**src/core/lfwk_cfg.svh**
```systemverilog
// Constants of the LF wake-up pattern correlator: field positions, counts, timing.
// Assumes a 100 MHz core clock; included by bare name.
// Notes on behaviour
// - Correlation after frequency detection runs only when the correlator enable bit is set.
// - No preamble within 16 bits: back to listening, false wake-up count plus one.
// - Pattern search starts only after at least four preamble bits are seen.
// - Bit time is field code plus one RTC periods, codes 3 to 31.
// - Received half-bits are compared with the 16-half-bit pattern in two bytes.
// - Manchester: low-to-high is symbol 0, high-to-low is symbol 1.
// - Double mode needs the same pattern twice in succession before waking.
// - Two-bit field sets how many missed zeros the match tolerates, zero to three.
// - A matched pattern raises the wake output.
// - A failed detection ends silently and increments the false wake-up count.
// - The host terminate-wake command ends the wake state.
// - Three-bit timeout field: code times 50 ms, up to 350 ms.
// - Timeout counting starts at the wake rising edge, then back to listening.
// - Wake rises one bit period after the pattern's last half-bit.
`ifndef LFWK_CFG_SVH
`define LFWK_CFG_SVH

`define LFWK_BITP_MSB 4
`define LFWK_BITP_LSB 0
`define LFWK_TOUT_MSB 7
`define LFWK_TOUT_LSB 5
`define LFWK_BIT_CODE_MIN 5'h03
`define LFWK_PRE_WAIT_BITS 16
`define LFWK_PRE_MIN_BITS 4
`define LFWK_FRAME_MAX_BITS 40
`define LFWK_PATTERN_HALVES 16
`define LFWK_PATTERN_DEFAULT 8'h96
`define LFWK_FWC_RESET 8'h00
`define LFWK_FWC_MAX 8'hFF
`define LFWK_CLK_PERIOD_NS 10
`define LFWK_TIMEOUT_STEP_MS 50
`define LFWK_TIMEOUT_STEP_CYCLES (`LFWK_TIMEOUT_STEP_MS * 1000000 / `LFWK_CLK_PERIOD_NS)

`endif

```
**src/core/lfwk_pkg.sv**
```systemverilog
// Types shared by the LF wake-up pattern correlator.
// Assumes nothing beyond a SystemVerilog compiler.
package lfwk_pkg;
    typedef enum logic [2:0] {
        LFWK_LISTEN,
        LFWK_PREAMBLE,
        LFWK_PATTERN,
        LFWK_PATTERN2,
        LFWK_WAKE_DLY,
        LFWK_WAKE
    } lfwk_state_e;
    typedef logic [4:0] lfwk_code_t;
    typedef logic [15:0] lfwk_halves_t;
endpackage

```
**src/core/lfwk_correlator.sv**
```systemverilog
// Wake-up pattern correlator: preamble search, pattern match, wake and timeout.
// Assumes rtc_clk_pin, lf_data and freq_detect are asynchronous to core_clk;
// configuration inputs and terminate_wake come from core_clk logic.
`timescale 1ns/10ps
`include "lfwk_cfg.svh"
module lfwk_correlator
    import lfwk_pkg::*;
#(
    parameter int unsigned TIMEOUT_STEP_CYCLES = `LFWK_TIMEOUT_STEP_CYCLES
) (
    input wire logic core_clk,
    input wire logic sys_rst,
    input wire logic rtc_clk_pin,
    input wire logic lf_data,
    input wire logic freq_detect,
    input wire logic terminate_wake,
    input wire logic correlator_enable_bit,
    input wire logic double_pattern_select,
    input wire logic [1:0] missed_zero_tolerance,
    input wire logic [7:0] wake_pattern_high_byte,
    input wire logic [7:0] wake_pattern_low_byte,
    input wire logic [7:0] bit_period_and_timeout,
    output logic wake,
    output logic listening,
    output logic [7:0] false_wakeup_count
);
    localparam logic [6:0] PRE_WAIT_HALVES = 7'(2 * `LFWK_PRE_WAIT_BITS);
    localparam logic [3:0] PRE_MIN_HALVES = 4'(2 * `LFWK_PRE_MIN_BITS);
    localparam logic [6:0] FRAME_MAX_HALVES = 7'(2 * `LFWK_FRAME_MAX_BITS);
    localparam logic [3:0] PAT_LAST = 4'(`LFWK_PATTERN_HALVES - 1);

    function automatic logic [4:0] zero_misses(input lfwk_halves_t rx, input lfwk_halves_t pat);
        logic [4:0] n;
        lfwk_halves_t miss;
        n = 5'h00;
        miss = rx & ~pat;
        for (int i = 0; i < 16; i++) begin
            n = n + {4'h0, miss[i]};
        end
        return n;
    endfunction

    // Expected carrier-on halves must be present; gaps may be missed up to tol
    function automatic logic pattern_ok(input lfwk_halves_t rx, input lfwk_halves_t pat,
                                        input logic [1:0] tol);
        return ((pat & ~rx) == 16'h0000) && (zero_misses(rx, pat) <= {3'b000, tol});
    endfunction

    // Synchronisers
    logic rtc_s1, rtc_s2, rtc_s3;
    logic dat_s1, dat_s2, dat_s3;
    logic fd_s1, fd_s2, fd_s3;

    always_ff @(posedge core_clk or posedge sys_rst) begin
        if (sys_rst) begin
            rtc_s1 <= 1'b0;
            rtc_s2 <= 1'b0;
            rtc_s3 <= 1'b0;
            dat_s1 <= 1'b0;
            dat_s2 <= 1'b0;
            dat_s3 <= 1'b0;
            fd_s1 <= 1'b0;
            fd_s2 <= 1'b0;
            fd_s3 <= 1'b0;
        end else begin
            rtc_s1 <= rtc_clk_pin;
            rtc_s2 <= rtc_s1;
            rtc_s3 <= rtc_s2;
            dat_s1 <= lf_data;
            dat_s2 <= dat_s1;
            dat_s3 <= dat_s2;
            fd_s1 <= freq_detect;
            fd_s2 <= fd_s1;
            fd_s3 <= fd_s2;
        end
    end

    logic rtc_tick;
    logic dat_edge;
    logic fd_rise;
    assign rtc_tick = rtc_s2 & ~rtc_s3;
    assign dat_edge = dat_s2 ^ dat_s3;
    assign fd_rise = fd_s2 & ~fd_s3;

    lfwk_state_e state;
    lfwk_state_e next_state;
    logic half_stb;
    logic timer_run;
    lfwk_code_t bit_field;
    lfwk_code_t bit_code;
    logic [2:0] tout_code;
    lfwk_halves_t pattern;
    lfwk_halves_t next_rx;
    lfwk_halves_t rx_sh;
    logic sample;
    logic prev_half;
    logic [3:0] pre_run;
    logic [6:0] half_cnt;
    logic [3:0] sec_cnt;
    logic dly_cnt;
    logic [31:0] step_cnt;
    logic [2:0] to_steps;
    logic to_expire;
    logic fail;
    logic half_chg;

    assign bit_field = bit_period_and_timeout[`LFWK_BITP_MSB:`LFWK_BITP_LSB];
    // First strobe of an attempt has no earlier half to change from
    assign half_chg = (sample != prev_half) && (half_cnt != 7'h00);
    // Codes below the first legal one run at the shortest period
    assign bit_code = (bit_field < `LFWK_BIT_CODE_MIN) ? `LFWK_BIT_CODE_MIN : bit_field;
    assign tout_code = bit_period_and_timeout[`LFWK_TOUT_MSB:`LFWK_TOUT_LSB];
    assign pattern = {wake_pattern_high_byte, wake_pattern_low_byte};
    assign sample = dat_s2;
    assign next_rx = {rx_sh[14:0], sample};
    assign timer_run = (state == LFWK_PREAMBLE) || (state == LFWK_PATTERN) ||
                       (state == LFWK_PATTERN2) || (state == LFWK_WAKE_DLY);
    assign to_expire = (tout_code != 3'b000) && (to_steps == tout_code);

    lfwk_bit_timer u_bit_timer (
        .core_clk(core_clk),
        .sys_rst(sys_rst),
        .run(timer_run),
        .rtc_tick(rtc_tick),
        .resync(dat_edge && timer_run),
        .bit_code(bit_code),
        .half_stb(half_stb)
    );

    always_comb begin
        next_state = state;
        fail = 1'b0;
        case (state)
            LFWK_LISTEN: begin
                if (fd_rise) begin
                    next_state = correlator_enable_bit ? LFWK_PREAMBLE : LFWK_WAKE;
                end
            end
            LFWK_PREAMBLE: begin
                if (half_stb) begin
                    if (half_chg && (pre_run + 4'h1 >= PRE_MIN_HALVES)) begin
                        next_state = LFWK_PATTERN;
                    end else if (half_cnt + 7'h01 >= PRE_WAIT_HALVES) begin
                        fail = 1'b1;
                    end
                end
            end
            LFWK_PATTERN: begin
                if (half_stb) begin
                    if (pattern_ok(next_rx, pattern, missed_zero_tolerance)) begin
                        next_state = double_pattern_select ? LFWK_PATTERN2 : LFWK_WAKE_DLY;
                    end else if (half_cnt + 7'h01 >= FRAME_MAX_HALVES) begin
                        fail = 1'b1;
                    end
                end
            end
            LFWK_PATTERN2: begin
                if (half_stb && sec_cnt == PAT_LAST) begin
                    if (pattern_ok(next_rx, pattern, missed_zero_tolerance)) begin
                        next_state = LFWK_WAKE_DLY;
                    end else begin
                        fail = 1'b1;
                    end
                end
            end
            LFWK_WAKE_DLY: begin
                if (half_stb && dly_cnt) begin
                    next_state = LFWK_WAKE;
                end
            end
            LFWK_WAKE: begin
                if (terminate_wake || to_expire) begin
                    next_state = LFWK_LISTEN;
                end
            end
            default: begin
                next_state = LFWK_LISTEN;
            end
        endcase
        if (fail) begin
            next_state = LFWK_LISTEN;
        end
    end

    always_ff @(posedge core_clk or posedge sys_rst) begin
        if (sys_rst) begin
            state <= LFWK_LISTEN;
            wake <= 1'b0;
            listening <= 1'b1;
        end else begin
            state <= next_state;
            wake <= (next_state == LFWK_WAKE);
            listening <= (next_state == LFWK_LISTEN);
        end
    end

    // Half-bit history, preamble run and frame length
    always_ff @(posedge core_clk or posedge sys_rst) begin
        if (sys_rst) begin
            rx_sh <= 16'h0000;
            prev_half <= 1'b0;
            pre_run <= 4'h0;
            half_cnt <= 7'h00;
        end else if (state == LFWK_LISTEN) begin
            rx_sh <= 16'h0000;
            prev_half <= 1'b0;
            pre_run <= 4'h0;
            half_cnt <= 7'h00;
        end else if (half_stb) begin
            rx_sh <= next_rx;
            prev_half <= sample;
            if (half_chg) begin
                pre_run <= (pre_run == 4'hF) ? pre_run : pre_run + 4'h1;
            end else begin
                pre_run <= 4'h0;
            end
            half_cnt <= (half_cnt == 7'h7F) ? half_cnt : half_cnt + 7'h01;
        end
    end

    // Second-pattern and wake-delay counters
    always_ff @(posedge core_clk or posedge sys_rst) begin
        if (sys_rst) begin
            sec_cnt <= 4'h0;
            dly_cnt <= 1'b0;
        end else begin
            if (state != LFWK_PATTERN2) begin
                sec_cnt <= 4'h0;
            end else if (half_stb) begin
                sec_cnt <= sec_cnt + 4'h1;
            end
            if (state != LFWK_WAKE_DLY) begin
                dly_cnt <= 1'b0;
            end else if (half_stb) begin
                dly_cnt <= 1'b1;
            end
        end
    end

    // Automatic termination, counted from the wake rising edge
    always_ff @(posedge core_clk or posedge sys_rst) begin
        if (sys_rst) begin
            step_cnt <= 32'h0000_0000;
            to_steps <= 3'b000;
        end else if (state != LFWK_WAKE) begin
            step_cnt <= 32'h0000_0000;
            to_steps <= 3'b000;
        end else if (step_cnt == 32'(TIMEOUT_STEP_CYCLES - 1)) begin
            step_cnt <= 32'h0000_0000;
            to_steps <= (to_steps == 3'b111) ? to_steps : to_steps + 3'b001;
        end else begin
            step_cnt <= step_cnt + 32'h0000_0001;
        end
    end

    always_ff @(posedge core_clk or posedge sys_rst) begin
        if (sys_rst) begin
            false_wakeup_count <= `LFWK_FWC_RESET;
        end else if (fail && false_wakeup_count != `LFWK_FWC_MAX) begin
            false_wakeup_count <= false_wakeup_count + 8'h01;
        end
    end
endmodule // lfwk_correlator

```
**src/core/lfwk_bit_timer.sv**
```systemverilog
// Half-bit strobe generator counted in RTC ticks.
// Assumes rtc_tick is a one-cycle pulse already in the core clock domain.
`timescale 1ns/10ps
`include "lfwk_cfg.svh"
module lfwk_bit_timer
    import lfwk_pkg::*;
(
    input wire logic core_clk,
    input wire logic sys_rst,
    input wire logic run,
    input wire logic rtc_tick,
    input wire logic resync,
    input wire lfwk_code_t bit_code,
    output logic half_stb
);
    // Phase in half-RTC units; a bit is code+1 ticks, a half-bit is half that
    logic [6:0] acc;
    logic [6:0] bit_len;
    logic [6:0] acc_step;

    assign bit_len = {2'b00, bit_code} + 7'h01;
    assign acc_step = acc + 7'h02;

    always_ff @(posedge core_clk or posedge sys_rst) begin
        if (sys_rst) begin
            acc <= 7'h00;
        end else if (!run) begin
            acc <= 7'h00;
        end else if (resync) begin
            // Edge seen: land strobes mid half-bit
            acc <= {1'b0, bit_len[6:1]};
        end else if (rtc_tick) begin
            acc <= (acc_step >= bit_len) ? acc_step - bit_len : acc_step;
        end
    end

    always_ff @(posedge core_clk or posedge sys_rst) begin
        if (sys_rst) begin
            half_stb <= 1'b0;
        end else begin
            half_stb <= run && !resync && rtc_tick && (acc_step >= bit_len);
        end
    end
endmodule // lfwk_bit_timer

```
**config.mk**
```make
export PLATFORM = sky130hd
export DESIGN_NAME = lfwk_correlator
export DESIGN_NICKNAME = d
export VERILOG_FILES = /design/src/core/lfwk_pkg.sv /design/src/core/lfwk_correlator.sv /design/src/core/lfwk_bit_timer.sv
export VERILOG_INCLUDE_DIRS = /design/src /design/src/core
export SDC_FILE = /design/constraint.sdc
export NUM_CORES = 1
export LEC_CHECK = 0
export CELL_PAD_IN_SITES_DETAIL_PLACEMENT = 1
export CELL_PAD_IN_SITES_GLOBAL_PLACEMENT = 2
export CORE_MARGIN = 1.5
export CORE_UTILIZATION = 37
export CTS_CLUSTER_DIAMETER = 50
export DETAILED_ROUTE_END_ITERATION = 10
export DONT_BUFFER_PORTS = 1
export PLACE_DENSITY = 0.78
export SKIP_CTS_REPAIR_TIMING = 1
export SYNTH_ARGS = -nofsm -noshare
export SYNTH_HDL_FRONTEND = slang
export SYNTH_HIERARCHICAL = 1
export SYNTH_SLANG_ARGS = --single-unit
```
**constraint.sdc**
```tcl
create_clock -name core_clk -period 5.2 [get_ports core_clk]
set_clock_uncertainty 0.1 [all_clocks]
set_input_delay 1.04 -clock core_clk [delete_from_list [all_inputs] [get_ports core_clk]]
set_output_delay 1.04 -clock core_clk [all_outputs]
set_load 0.005 [all_outputs]
```
* Word-level counts from Yosys, hierarchy flattened
Index checks and enable logic that the tools add are counted.
** Cells by class
- $add $sub $neg :: 24
- $lt $le $gt $ge :: 6
- Equal/unequal tests :: 21
- Muxes and demuxes :: 47
- Bitwise gates (word level) :: 9
- Reductions and logical operators :: 28
** Operators with widths (number)
- 2-to-1 mux 32 bit :: 2
- adder 5 x 1 -> 5 bit :: 11
- 2-to-1 mux 7 bit :: 7
- 2-to-1 mux 3 bit :: 15
- adder 32 x 1 -> 32 bit (second input constant) :: 1
- AND 16 bit :: 2
- equality test 32 x 23 -> 1 bit (second input constant) :: 1
- NOT 16 bit :: 2
- 2-to-1 mux 15 bit :: 2
- 2-to-1 mux 4 bit :: 6
- one-hot mux 3 bit (6 select lines) :: 1
- zero test 16 bit :: 1
- equality test 3 bit (second input constant) :: 4
- 2-to-1 mux 1 bit :: 12
- logical AND 1 bit :: 11
- inequality test 3 bit (second input constant) :: 3
- adder 4 x 1 -> 4 bit (second input constant) :: 2
- adder 8 x 1 -> 8 bit (second input constant) :: 1
- equality test 4 bit (second input constant) :: 2
- inequality test 8 bit (second input constant) :: 1
- nonzero test 2 bit :: 4
- adder 7 x 1 -> 7 bit (second input constant) :: 1
- adder 7 x 2 -> 7 bit (second input constant) :: 1
- equality test 7 bit (second input constant) :: 1
- other kinds (31) :: 41
** Storage, ports and cells
- Register bits :: 97
- Input bits :: 34
- Output and inout port bits :: 10
- Word-level logic and storage cells :: 158

* Depth between registers and ports, before layout
Gate-level depths: netlist of run 1.
- Depth after elaboration :: 24
- Mapped depth :: 19
- Gate-level depth less buffers :: 18

* Hierarchy
The synthesis of run 1 kept the hierarchy.
** Modules (own cells, without submodules)
- lfwk_correlator :: instances 1, cells each 507, area an instance 4898.4 um^2, sequential area each 2203.4 um^2
- lfwk_bit_timer :: instances 1, cells each 108, area an instance 923.4 um^2, sequential area each 200.2 um^2

* Least setup slack after synthesis of run 1
No wires, ideal clock.
- Path type :: input-to-reg
- Start :: input wake_pattern_low_byte[1]
- End :: register false_wakeup_count[1]
- Setup time :: 125 ps
- Arrival time :: 5250 ps
- Data required time :: 4975 ps
- Setup slack :: -275 ps
- Stages :: 16
- Path buffers :: 1
- Path through :: nand2b_1 -> fa_1 -> fa_1 -> inv_1 -> fa_1 -> fa_1 -> ha_1 -> fa_1 -> ha_1 -> nor2b_1 -> o21ai_0 -> and4_1 -> buf_2 -> o21ai_4 -> nand2_4 -> mux2_4
** Between the ends
- Cells in the longest elaborated chain, start to end :: 23
- Elaborated cells between the ends (all ways) :: 27
- Classes of those cells :: 15 x add/sub; 1 x order compare; 5 x mux; 3 x bitwise; 3 x reduce/logical
** Ends and longest elaborated chain
- start, declared :: RTL line lfwk_correlator.sv:21 : input wire logic [7:0] wake_pattern_low_byte,
- NOT 16 bit :: RTL line lfwk_correlator.sv:36 : miss = rx & ~pat;
- AND 16 bit :: RTL line lfwk_correlator.sv:36
- adder 1 x 1 -> 2 bit :: RTL line lfwk_correlator.sv:38 : n = n + {4'h0, miss[i]};
- adder 2 x 1 -> 3 bit :: RTL line lfwk_correlator.sv:38
- adder 3 x 1 -> 4 bit :: RTL line lfwk_correlator.sv:38
- adder 4 x 1 -> 5 bit :: RTL line lfwk_correlator.sv:38
- adder 5 x 1 -> 5 bit (11 in a row) :: RTL line lfwk_correlator.sv:38
- less-or-equal comparator 5 x 2 -> 1 bit :: RTL line lfwk_correlator.sv:46 : return ((pat & ~rx) == 16'h0000) && (zero_misses(rx, pat) <= {3'b000, tol});
- logical AND 1 bit * :: RTL line lfwk_correlator.sv:46
- 2-to-1 mux 1 bit, on equally long branches :: RTL line lfwk_correlator.sv:159, lfwk_correlator.sv:150
- 2-to-1 mux 1 bit, on equally long branches :: RTL line lfwk_correlator.sv:158, lfwk_correlator.sv:149
- one-hot mux 1 bit (3 select lines) * :: RTL line lfwk_correlator.sv:133 : case (state)
- logical AND 1 bit (no source line) *
- end signal, assigned :: RTL line lfwk_correlator.sv:258 : false_wakeup_count <= `LFWK_FWC_RESET;
- end signal, assigned :: RTL line lfwk_correlator.sv:260 : false_wakeup_count <= false_wakeup_count + 8'h01;
- end, declared :: RTL line lfwk_correlator.sv:25 : output logic [7:0] false_wakeup_count
Mark *: on every way between the ends. The rest lies on a longest branch, timed or not.
A chain may end at the register's enable or synchronous reset.

* Worst setup path after layout of run 1
- Start :: input wake_pattern_low_byte[1]
- End :: register listening
** Between the ends
- Cells in the longest elaborated chain, start to end :: 24
- Elaborated cells between the ends (all ways) :: 33
- Classes of those cells :: 15 x add/sub; 1 x order compare; 11 x mux; 3 x bitwise; 3 x reduce/logical
** Ends and longest elaborated chain
- NOT 16 bit :: RTL line lfwk_correlator.sv:36
- AND 16 bit :: RTL line lfwk_correlator.sv:36
- adder 1 x 1 -> 2 bit :: RTL line lfwk_correlator.sv:38
- adder 2 x 1 -> 3 bit :: RTL line lfwk_correlator.sv:38
- adder 3 x 1 -> 4 bit :: RTL line lfwk_correlator.sv:38
- adder 4 x 1 -> 5 bit :: RTL line lfwk_correlator.sv:38
- adder 5 x 1 -> 5 bit (11 in a row) :: RTL line lfwk_correlator.sv:38
- less-or-equal comparator 5 x 2 -> 1 bit :: RTL line lfwk_correlator.sv:46
- logical AND 1 bit * :: RTL line lfwk_correlator.sv:46
- 2-to-1 mux 3 bit (tied with other cells) :: RTL line lfwk_correlator.sv:159 : if (pattern_ok(next_rx, pattern, missed_zero_tolerance)) begin
- 2-to-1 mux 3 bit (tied with other cells) :: RTL line lfwk_correlator.sv:158 : if (half_stb && sec_cnt == PAT_LAST) begin
- one-hot mux 3 bit (6 select lines) / one-hot mux 1 bit (3 select lines) (equally long branches) :: RTL line lfwk_correlator.sv:133
- 2-to-1 mux 3 bit * :: RTL line lfwk_correlator.sv:180 : if (fail) begin
- zero test 3 bit * :: RTL line lfwk_correlator.sv:193 : listening <= (next_state == LFWK_LISTEN);
- end signal, assigned :: RTL line lfwk_correlator.sv:193
- end, declared :: RTL line lfwk_correlator.sv:24 : output logic listening,
Marks and branches as above.

==> impl_metrics.xml, run 1 <==
<?xml version="1.0" encoding="UTF-8"?>
<metrics>
  <group name="layout">
    <metric name="layout.cells.most_common" unit="">dfrtp_1</metric>
    <metric name="layout-area-overhead-vs-synth" unit="%">12.3</metric>
    <metric name="finalNonFillerCells" unit="">835</metric>
    <metric name="antennaDiodeCount" unit="">0</metric>
    <metric name="finish.net_count" unit="">686</metric>
    <metric name="fillers" unit="">1736</metric>
    <metric name="layout.cells.most_common_list" unit="">dfrtp_1 (95), nor2_1 (85), nand2_1 (40), inv_1 (40), xor2_1 (38)</metric>
    <metric name="drive_above_1_share" unit="%">12.3</metric>
  </group>
  <group name="placed_design">
    <metric name="post-place-cells" unit="">817</metric>
    <metric name="gp_congestion" unit="">0.813</metric>
    <metric name="detailedPlacementHpwl" unit="um">9880</metric>
    <metric name="buffer_ports.inserted" unit="">0</metric>
  </group>
  <group name="sta">
    <metric name="final_max_slew_viol_count" unit="">0</metric>
    <metric name="final_cycle_share" unit="%">97.8</metric>
    <metric name="timing.final.hold_violations" unit="">0</metric>
    <metric name="finalSetupViolations" unit="">0</metric>
    <metric name="holdWs" unit="ps">255</metric>
    <metric name="slew_headroom" unit="%">33.4</metric>
    <metric name="slew_of_the_pin_with_the_lowest_slew_margin" unit="ps">999</metric>
    <metric name="setup_tns" unit="ps">0</metric>
    <metric name="period_minus_slack" unit="ps">5080</metric>
    <metric name="max_freq" unit="GHz">0.197</metric>
  </group>
  <group name="logic_synthesis">
    <metric name="distinct_cell_type_count_of_the_synthesized_netlist" unit="">66</metric>
    <metric name="area_fraction_in_and_or_nand_and_nor_cells_after_synthesis" unit="%">21.4</metric>
    <metric name="yosys.area.top_type" unit="">dfrtp_1</metric>
    <metric name="synthesis.area" unit="um^2">5820</metric>
    <metric name="synth_area_leaders" unit="">dfrtp_1 (41%), xor2_1 (5.7%), nor2_1 (5.5%), ha_1 (4.7%), fa_1 (3.8%)</metric>
    <metric name="ys.flop_type" unit="">dfrtp_1</metric>
    <metric name="yosys.area.top_type_share" unit="%">40.8</metric>
    <metric name="yosysWarnings" unit="">6</metric>
    <metric name="yosys.area_share.adder" unit="%">8.51</metric>
    <metric name="synth_cells" unit="">615</metric>
    <metric name="ys_ff_latch" unit="">96</metric>
    <metric name="async_reset_ff_share" unit="%">100</metric>
    <metric name="synthMuxAreaShare" unit="%">3.89</metric>
    <metric name="syn-mean-instance-area" unit="um^2">9.47</metric>
    <metric name="largest_family_of_logic_cells_by_synthesized_area" unit="">simple AND/OR/NAND/NOR gates</metric>
    <metric name="postSynthNetCount" unit="">682</metric>
    <metric name="synth_compound_area_share" unit="%">9.59</metric>
    <metric name="yosysSeqAreaShare" unit="%">41.3</metric>
    <metric name="synth_edf_count" unit="">0</metric>
    <metric name="synth-xor-area-share" unit="%">10.6</metric>
  </group>
  <group name="power_and_ir_drop">
    <metric name="power.static_leakage" unit="uW">0.00288</metric>
    <metric name="pwr_density_cell" unit="nW/um^2">389</metric>
    <metric name="vdd.ir_drop.worst" unit="V">0.000177</metric>
    <metric name="totalPowerFinal" unit="uW">2540</metric>
  </group>
  <group name="drt">
    <metric name="wl_per_cell" unit="um">15.9</metric>
    <metric name="drt_wl_total" unit="um">13300</metric>
    <metric name="vias_per_cell" unit="">5.20</metric>
    <metric name="antenna_violating_nets_left" unit="">0</metric>
    <metric name="first_pass_iters" unit="">5</metric>
    <metric name="vias" unit="">4346</metric>
    <metric name="drt-initial-drc-count" unit="">194</metric>
    <metric name="remaining_drc_errors" unit="">0</metric>
  </group>
  <group name="die">
    <metric name="core_area" unit="um^2">15300</metric>
    <metric name="fp.dieH" unit="um">128</metric>
    <metric name="chipWidth" unit="um">128</metric>
    <metric name="floorplan.initialDensity" unit="%">38.2</metric>
    <metric name="rows" unit="">45</metric>
    <metric name="io-pin-count" unit="">44</metric>
    <metric name="die-area" unit="um^2">16500</metric>
  </group>
  <group name="run_status">
    <metric name="outcome" unit="">complete, no violations</metric>
  </group>
  <group name="critical_path">
    <metric name="timing.critical_path.from_type" unit="">input port</metric>
    <metric name="worst_setup_path_end_kind" unit="">flip-flop</metric>
    <metric name="worst-endpoint-arrival" unit="ps">5240</metric>
    <metric name="setup.worst_path.class" unit="">input port to flip-flop</metric>
    <metric name="timing.critical_path.fanout_max" unit="">6</metric>
    <metric name="critPathRequiredTime" unit="ps">5350</metric>
  </group>
  <group name="clock_network">
    <metric name="worst_path_clk_slew" unit="ps">70</metric>
    <metric name="clock_insertion_delay_worst_skew" unit="ps">350</metric>
    <metric name="max-clock-path-buffers" unit="">2</metric>
    <metric name="cts_max_level" unit="">3</metric>
    <metric name="numCtsBuffers" unit="">9</metric>
    <metric name="cts_tree" unit="">done</metric>
    <metric name="cts.root.buffer_cell" unit="">clkbuf_16</metric>
    <metric name="cts_sinks" unit="">96</metric>
  </group>
  <group name="global_route">
    <metric name="largest_net_degree_at_the_start_of_global_routing" unit="">58</metric>
    <metric name="grt_usage" unit="%">17.6</metric>
    <metric name="grt_pass1_vias" unit="">4781</metric>
    <metric name="grt_antenna_before_repair" unit="">0</metric>
    <metric name="grt_remaining_overflow" unit="">0</metric>
    <metric name="grt_first_pass_wirelength" unit="um">23100</metric>
  </group>
  <group name="min_path">
    <metric name="min_path_type" unit="">flip-flop to flip-flop</metric>
  </group>
  <group name="job">
    <metric name="timing.max_cap.violations" unit="">0</metric>
  </group>
</metrics>
[layer usage]
metal | global-route usage [%] | wire length, um
met5 | 0 | 0
met4 | 5.75 | 196
met3 | 4.53 | 433
met2 | 29.6 | 6560
met1 | 22.2 | 6080
[sequential cells by signal, summed over array words and instances (netlist names)]
name and cells:
step_cnt 32, rx_sh 15, false_wakeup_count 8, half_cnt 7, u_bit_timer/acc 7, pre_run 4
sec_cnt 4, state 3, to_steps 3, dat_s1 1, dat_s2 1, dat_s3 1
dly_cnt 1, fd_s1 1, fd_s2 1, fd_s3 1, listening 1, rtc_s1 1
rtc_s2 1, rtc_s3 1, u_bit_timer/half_stb 1, wake 1
[critical path: stages]
cell and delay [ps]:
nand2b_4 120, fa_1 490, fa_1 550, inv_1 50
fa_1 500, fa_1 420, ha_2 200, fa_2 350
or2_1 230, a2111oi_2 360, and4_1 260, buf_6 150
nand2_1 70, o2bb2ai_2 130, o41ai_2 330
[cells in the mapped netlist, types with 18 or more instances]
cell type	instances
nand2_1	42
mux2i_1	20
inv_1	45
nor2_1	85
a21oi_1	18
o21ai_0	26
xor2_1	38
nand3_1	27
xnor2_1	23
dfrtp_1	95
ha_1	22
[cell type report]
cell class / instances / area, um^2 / share of cell area (%)
well taps: 211 / 264 / 4.04
inverters: 46 / 184 / 2.81
multi-input cells: 451 / 3240 / 49.6
repair buffers: 15 / 118 / 1.80
clock buffers: 11 / 243 / 3.71
clock inverters: 5 / 80.1 / 1.23
flip-flops and latches: 96 / 2400 / 36.8
[cell families after synthesis]
logic type | count (synthesis)
and+or+nand+nor | 250
DFF | 96
AOI/OAI and AO/OA | 81
buffers and inverters | 68
xor gates and xnor gates | 65
adders and majority gates | 33
muxes | 22
[power by group]
part           internal (uW)  switching (uW)  leakage [uW]
clock                    434             283      0.000152
combinational            393             513       0.00143
sequential               822             101       0.00130
total                   1650             897       0.00288
[metrics by stage]
stage | util, % | instance area [um^2] | worst slack (ps)
final | 42.8 | 6540 | 116
after global routing | 42.8 | 6540 | -25.6
after CTS | 42.2 | 6450 | 19.7
after detailed placement | 40.1 | 6120 | -356
after global placement | 40.1 | 6120 | -223
after floorplan | - | 5860 | -114
[final timing paths]
| check | startpoint | end | cells past startpoint | slack [ps] |
|---|---|---|---|---|
| worst max-delay path | wake_pattern_low_byte[1] | listening | 15 | 120 |
| worst min-delay path | rtc_s1 | rtc_s2 | 0 | 260 |
| worst max register to register | rx_sh[4] | listening | 16 | 300 |
| worst min register to register | rtc_s1 | rtc_s2 | 0 | 260 |
| max in group asynchronous | sys_rst | pre_run[0] | 2 | 3380 |
| min in group asynchronous | sys_rst | u_bit_timer/acc[6] | 1 | 430 |
(Power assumes the default switching activity.)
==> inputs of run 2 (changes only) <==
--- a/config.mk
+++ b/config.mk
@@ -13,7 +13,7 @@
 export CTS_CLUSTER_DIAMETER = 50
 export DETAILED_ROUTE_END_ITERATION = 10
 export DONT_BUFFER_PORTS = 1
-export PLACE_DENSITY = 0.78
+export PLACE_DENSITY = 0.77
 export SKIP_CTS_REPAIR_TIMING = 1
 export SYNTH_ARGS = -nofsm -noshare
 export SYNTH_HDL_FRONTEND = slang
==> run 2 against run 1 <==
  * Count of clock-buffer cells in the layout grew 1
  * Highest routed layer unchanged
  * Critical path type unchanged
  * Flip-flop and latch count is the same
  * Power shrank 2.1%
  * Largest power group unchanged
==> impl_metrics.xml, run 2 (same netlist as run 1, synthesis figures left out) <==
<?xml version="1.0" encoding="UTF-8"?>
<metrics>
  <group name="run_status">
    <metric name="outcome" unit="">complete, no violations</metric>
  </group>
  <group name="clock_network">
    <metric name="worst_path_clk_slew" unit="ps">70</metric>
    <metric name="cts_tree" unit="">done</metric>
    <metric name="cts.root.buffer_cell" unit="">clkbuf_16</metric>
    <metric name="clock_insertion_delay_worst_skew" unit="ps">350</metric>
    <metric name="max-clock-path-buffers" unit="">2</metric>
    <metric name="cts_max_level" unit="">3</metric>
    <metric name="numCtsBuffers" unit="">9</metric>
    <metric name="cts_sinks" unit="">96</metric>
  </group>
  <group name="sta">
    <metric name="timing.final.hold_violations" unit="">0</metric>
    <metric name="slew_of_the_pin_with_the_lowest_slew_margin" unit="ps">772</metric>
    <metric name="fin_ws" unit="ps">127</metric>
    <metric name="finalSetupViolations" unit="">0</metric>
    <metric name="max_freq" unit="GHz">0.197</metric>
    <metric name="final_max_slew_viol_count" unit="">0</metric>
    <metric name="slew_headroom" unit="%">48.5</metric>
    <metric name="final_cycle_share" unit="%">97.6</metric>
    <metric name="setup_tns" unit="ps">0</metric>
    <metric name="grt_setup_unrepaired" unit="">true</metric>
    <metric name="period_minus_slack" unit="ps">5070</metric>
  </group>
  <group name="die">
    <metric name="core_area" unit="um^2">15300</metric>
    <metric name="floorplan.initialDensity" unit="%">38.2</metric>
    <metric name="rows" unit="">45</metric>
    <metric name="chipWidth" unit="um">128</metric>
    <metric name="die-area" unit="um^2">16500</metric>
    <metric name="io-pin-count" unit="">44</metric>
    <metric name="fp.dieH" unit="um">128</metric>
  </group>
  <group name="min_path">
    <metric name="hold_path_startpoint" unit="">dat_s1</metric>
    <metric name="min_path_type" unit="">flip-flop to flip-flop</metric>
  </group>
  <group name="layout">
    <metric name="layout_top_registers" unit="">step_cnt (32), rx_sh (15), false_wakeup_count (8)</metric>
    <metric name="antennaDiodeCount" unit="">0</metric>
    <metric name="design_area" unit="um^2">6500</metric>
    <metric name="fillers" unit="">1731</metric>
    <metric name="flip_flop_count_of_the_largest_register_after_layout" unit="">32</metric>
    <metric name="multiInputGateArea" unit="um^2">3240</metric>
    <metric name="layout.cells.most_common" unit="">dfrtp_1</metric>
    <metric name="utilization_of_the_core_after_routing" unit="%">42.6</metric>
    <metric name="layout-area-overhead-vs-synth" unit="%">11.6</metric>
    <metric name="registers.top_by_ff_count" unit="">step_cnt</metric>
    <metric name="finish.net_count" unit="">683</metric>
    <metric name="ff_latch_area" unit="um^2">2400</metric>
    <metric name="layout.cells.most_common_list" unit="">dfrtp_1 (95), nor2_1 (85), nand2_1 (38), inv_1 (38), xor2_1 (38)</metric>
    <metric name="drive_above_1_share" unit="%">11.6</metric>
  </group>
  <group name="placed_design">
    <metric name="buffer_ports.inserted" unit="">0</metric>
    <metric name="detailedPlacementHpwl" unit="um">9750</metric>
    <metric name="gp_congestion" unit="">0.774</metric>
    <metric name="postPlaceCellArea" unit="um^2">6100</metric>
    <metric name="dp_worst_setup_slack" unit="ps">-347</metric>
  </group>
  <group name="power_and_ir_drop">
    <metric name="pwr_density_cell" unit="nW/um^2">383</metric>
    <metric name="vdd.ir_drop.worst" unit="V">0.000165</metric>
    <metric name="totalPowerFinal" unit="uW">2490</metric>
    <metric name="power.static_leakage" unit="uW">0.00286</metric>
  </group>
  <group name="critical_path">
    <metric name="timing.critical_path.from_type" unit="">input port</metric>
    <metric name="r2r_start" unit="">rx_sh[4]</metric>
    <metric name="worst_setup_path_end_kind" unit="">flip-flop</metric>
    <metric name="worst-endpoint-arrival" unit="ps">5230</metric>
    <metric name="setup.worst_path.start" unit="">wake_pattern_high_byte[7]</metric>
    <metric name="timing.critical_path.fanout_max" unit="">6</metric>
    <metric name="rrSetupSlack" unit="ps">330</metric>
    <metric name="setup.worst_path.class" unit="">input port to flip-flop</metric>
    <metric name="critPathRequiredTime" unit="ps">5350</metric>
  </group>
  <group name="drt">
    <metric name="vias" unit="">4361</metric>
    <metric name="remaining_drc_errors" unit="">0</metric>
    <metric name="vias_per_cell" unit="">5.25</metric>
    <metric name="wl_per_cell" unit="um">16.0</metric>
    <metric name="drt-initial-drc-count" unit="">144</metric>
    <metric name="first_pass_iters" unit="">4</metric>
    <metric name="antenna_violating_nets_left" unit="">0</metric>
    <metric name="drt_wl_total" unit="um">13300</metric>
  </group>
  <group name="job">
    <metric name="timing.max_cap.violations" unit="">0</metric>
  </group>
  <group name="global_route">
    <metric name="largest_net_degree_at_the_start_of_global_routing" unit="">48</metric>
    <metric name="grt_remaining_overflow" unit="">0</metric>
    <metric name="grt_first_pass_wirelength" unit="um">22500</metric>
    <metric name="grt_pass1_vias" unit="">4630</metric>
    <metric name="grt_usage" unit="%">17.2</metric>
    <metric name="grt_antenna_before_repair" unit="">0</metric>
  </group>
</metrics>
run 2: cell count changes in the layout (fill, tap and decap cells not counted), sizes merged:
cell      change
inv           -1
buf           -3
bufinv        -1
clkbuf        +1
clkinvlp      -1
clkinv        +1
run 2: final cells by class:
cell class,instances,area share [%]
sequential,96,37.0
clock buffer,12,3.79
inverter,46,3.16
tap,211,4.06
clock inverter,3,0.655
multi-input combinational,451,49.9
timing repair buffer,12,1.46
run 2: final timing paths:
| kind | depth (start not counted) | end |
|---|---|---|
| worst min register to register | 0 | dat_s2 |
| min in group asynchronous | 1 | u_bit_timer/acc[1] |
| worst min-delay path | 0 | dat_s2 |
| worst max-delay path | 17 | listening |
| max in group asynchronous | 2 | step_cnt[14] |
| worst max register to register | 17 | listening |
run 2: worst max-delay path, stage by stage:
cell	delay [ps]
clkinv_16	20
nand2_4	30
fa_1	540
inv_2	40
fa_1	480
fa_1	570
fa_1	420
ha_2	200
fa_2	550
ha_4	200
nor2b_4	120
o21ai_1	100
and4_1	230
buf_6	160
nand2_4	60
o2bb2ai_4	130
o41ai_2	330
run 2: routing by layer:
| layer | vias up | part of all wire [%] | track usage (%) | wire (um) |
|---|---|---|---|---|
| met5 | - | 0 | 0 | 0 |
| met4 | 0 | 1.2 | 5.29 | 157 |
| met2 | 40 | 49 | 29.2 | 6600 |
| met1 | 2215 | 46 | 22.0 | 6150 |
| li1 | 2095 | - | - | - |
| met3 | 11 | 3.2 | 3.99 | 430 |
run 2: where the power goes:
group          total (uW)  switching, uW  internal [uW]
sequential            921           98.7            822
clock                 660            277            383
combinational         911            522            389
run 2: per-stage QoR:
stage | hold slack, ps | cells
3_3_place_gp | 237 | 814
5_1_grt | 256 | 831
3_5_place_dp | 239 | 814
4_1_cts | 254 | 829
6_report | 250 | 831
2_1_floorplan | 231 | 615
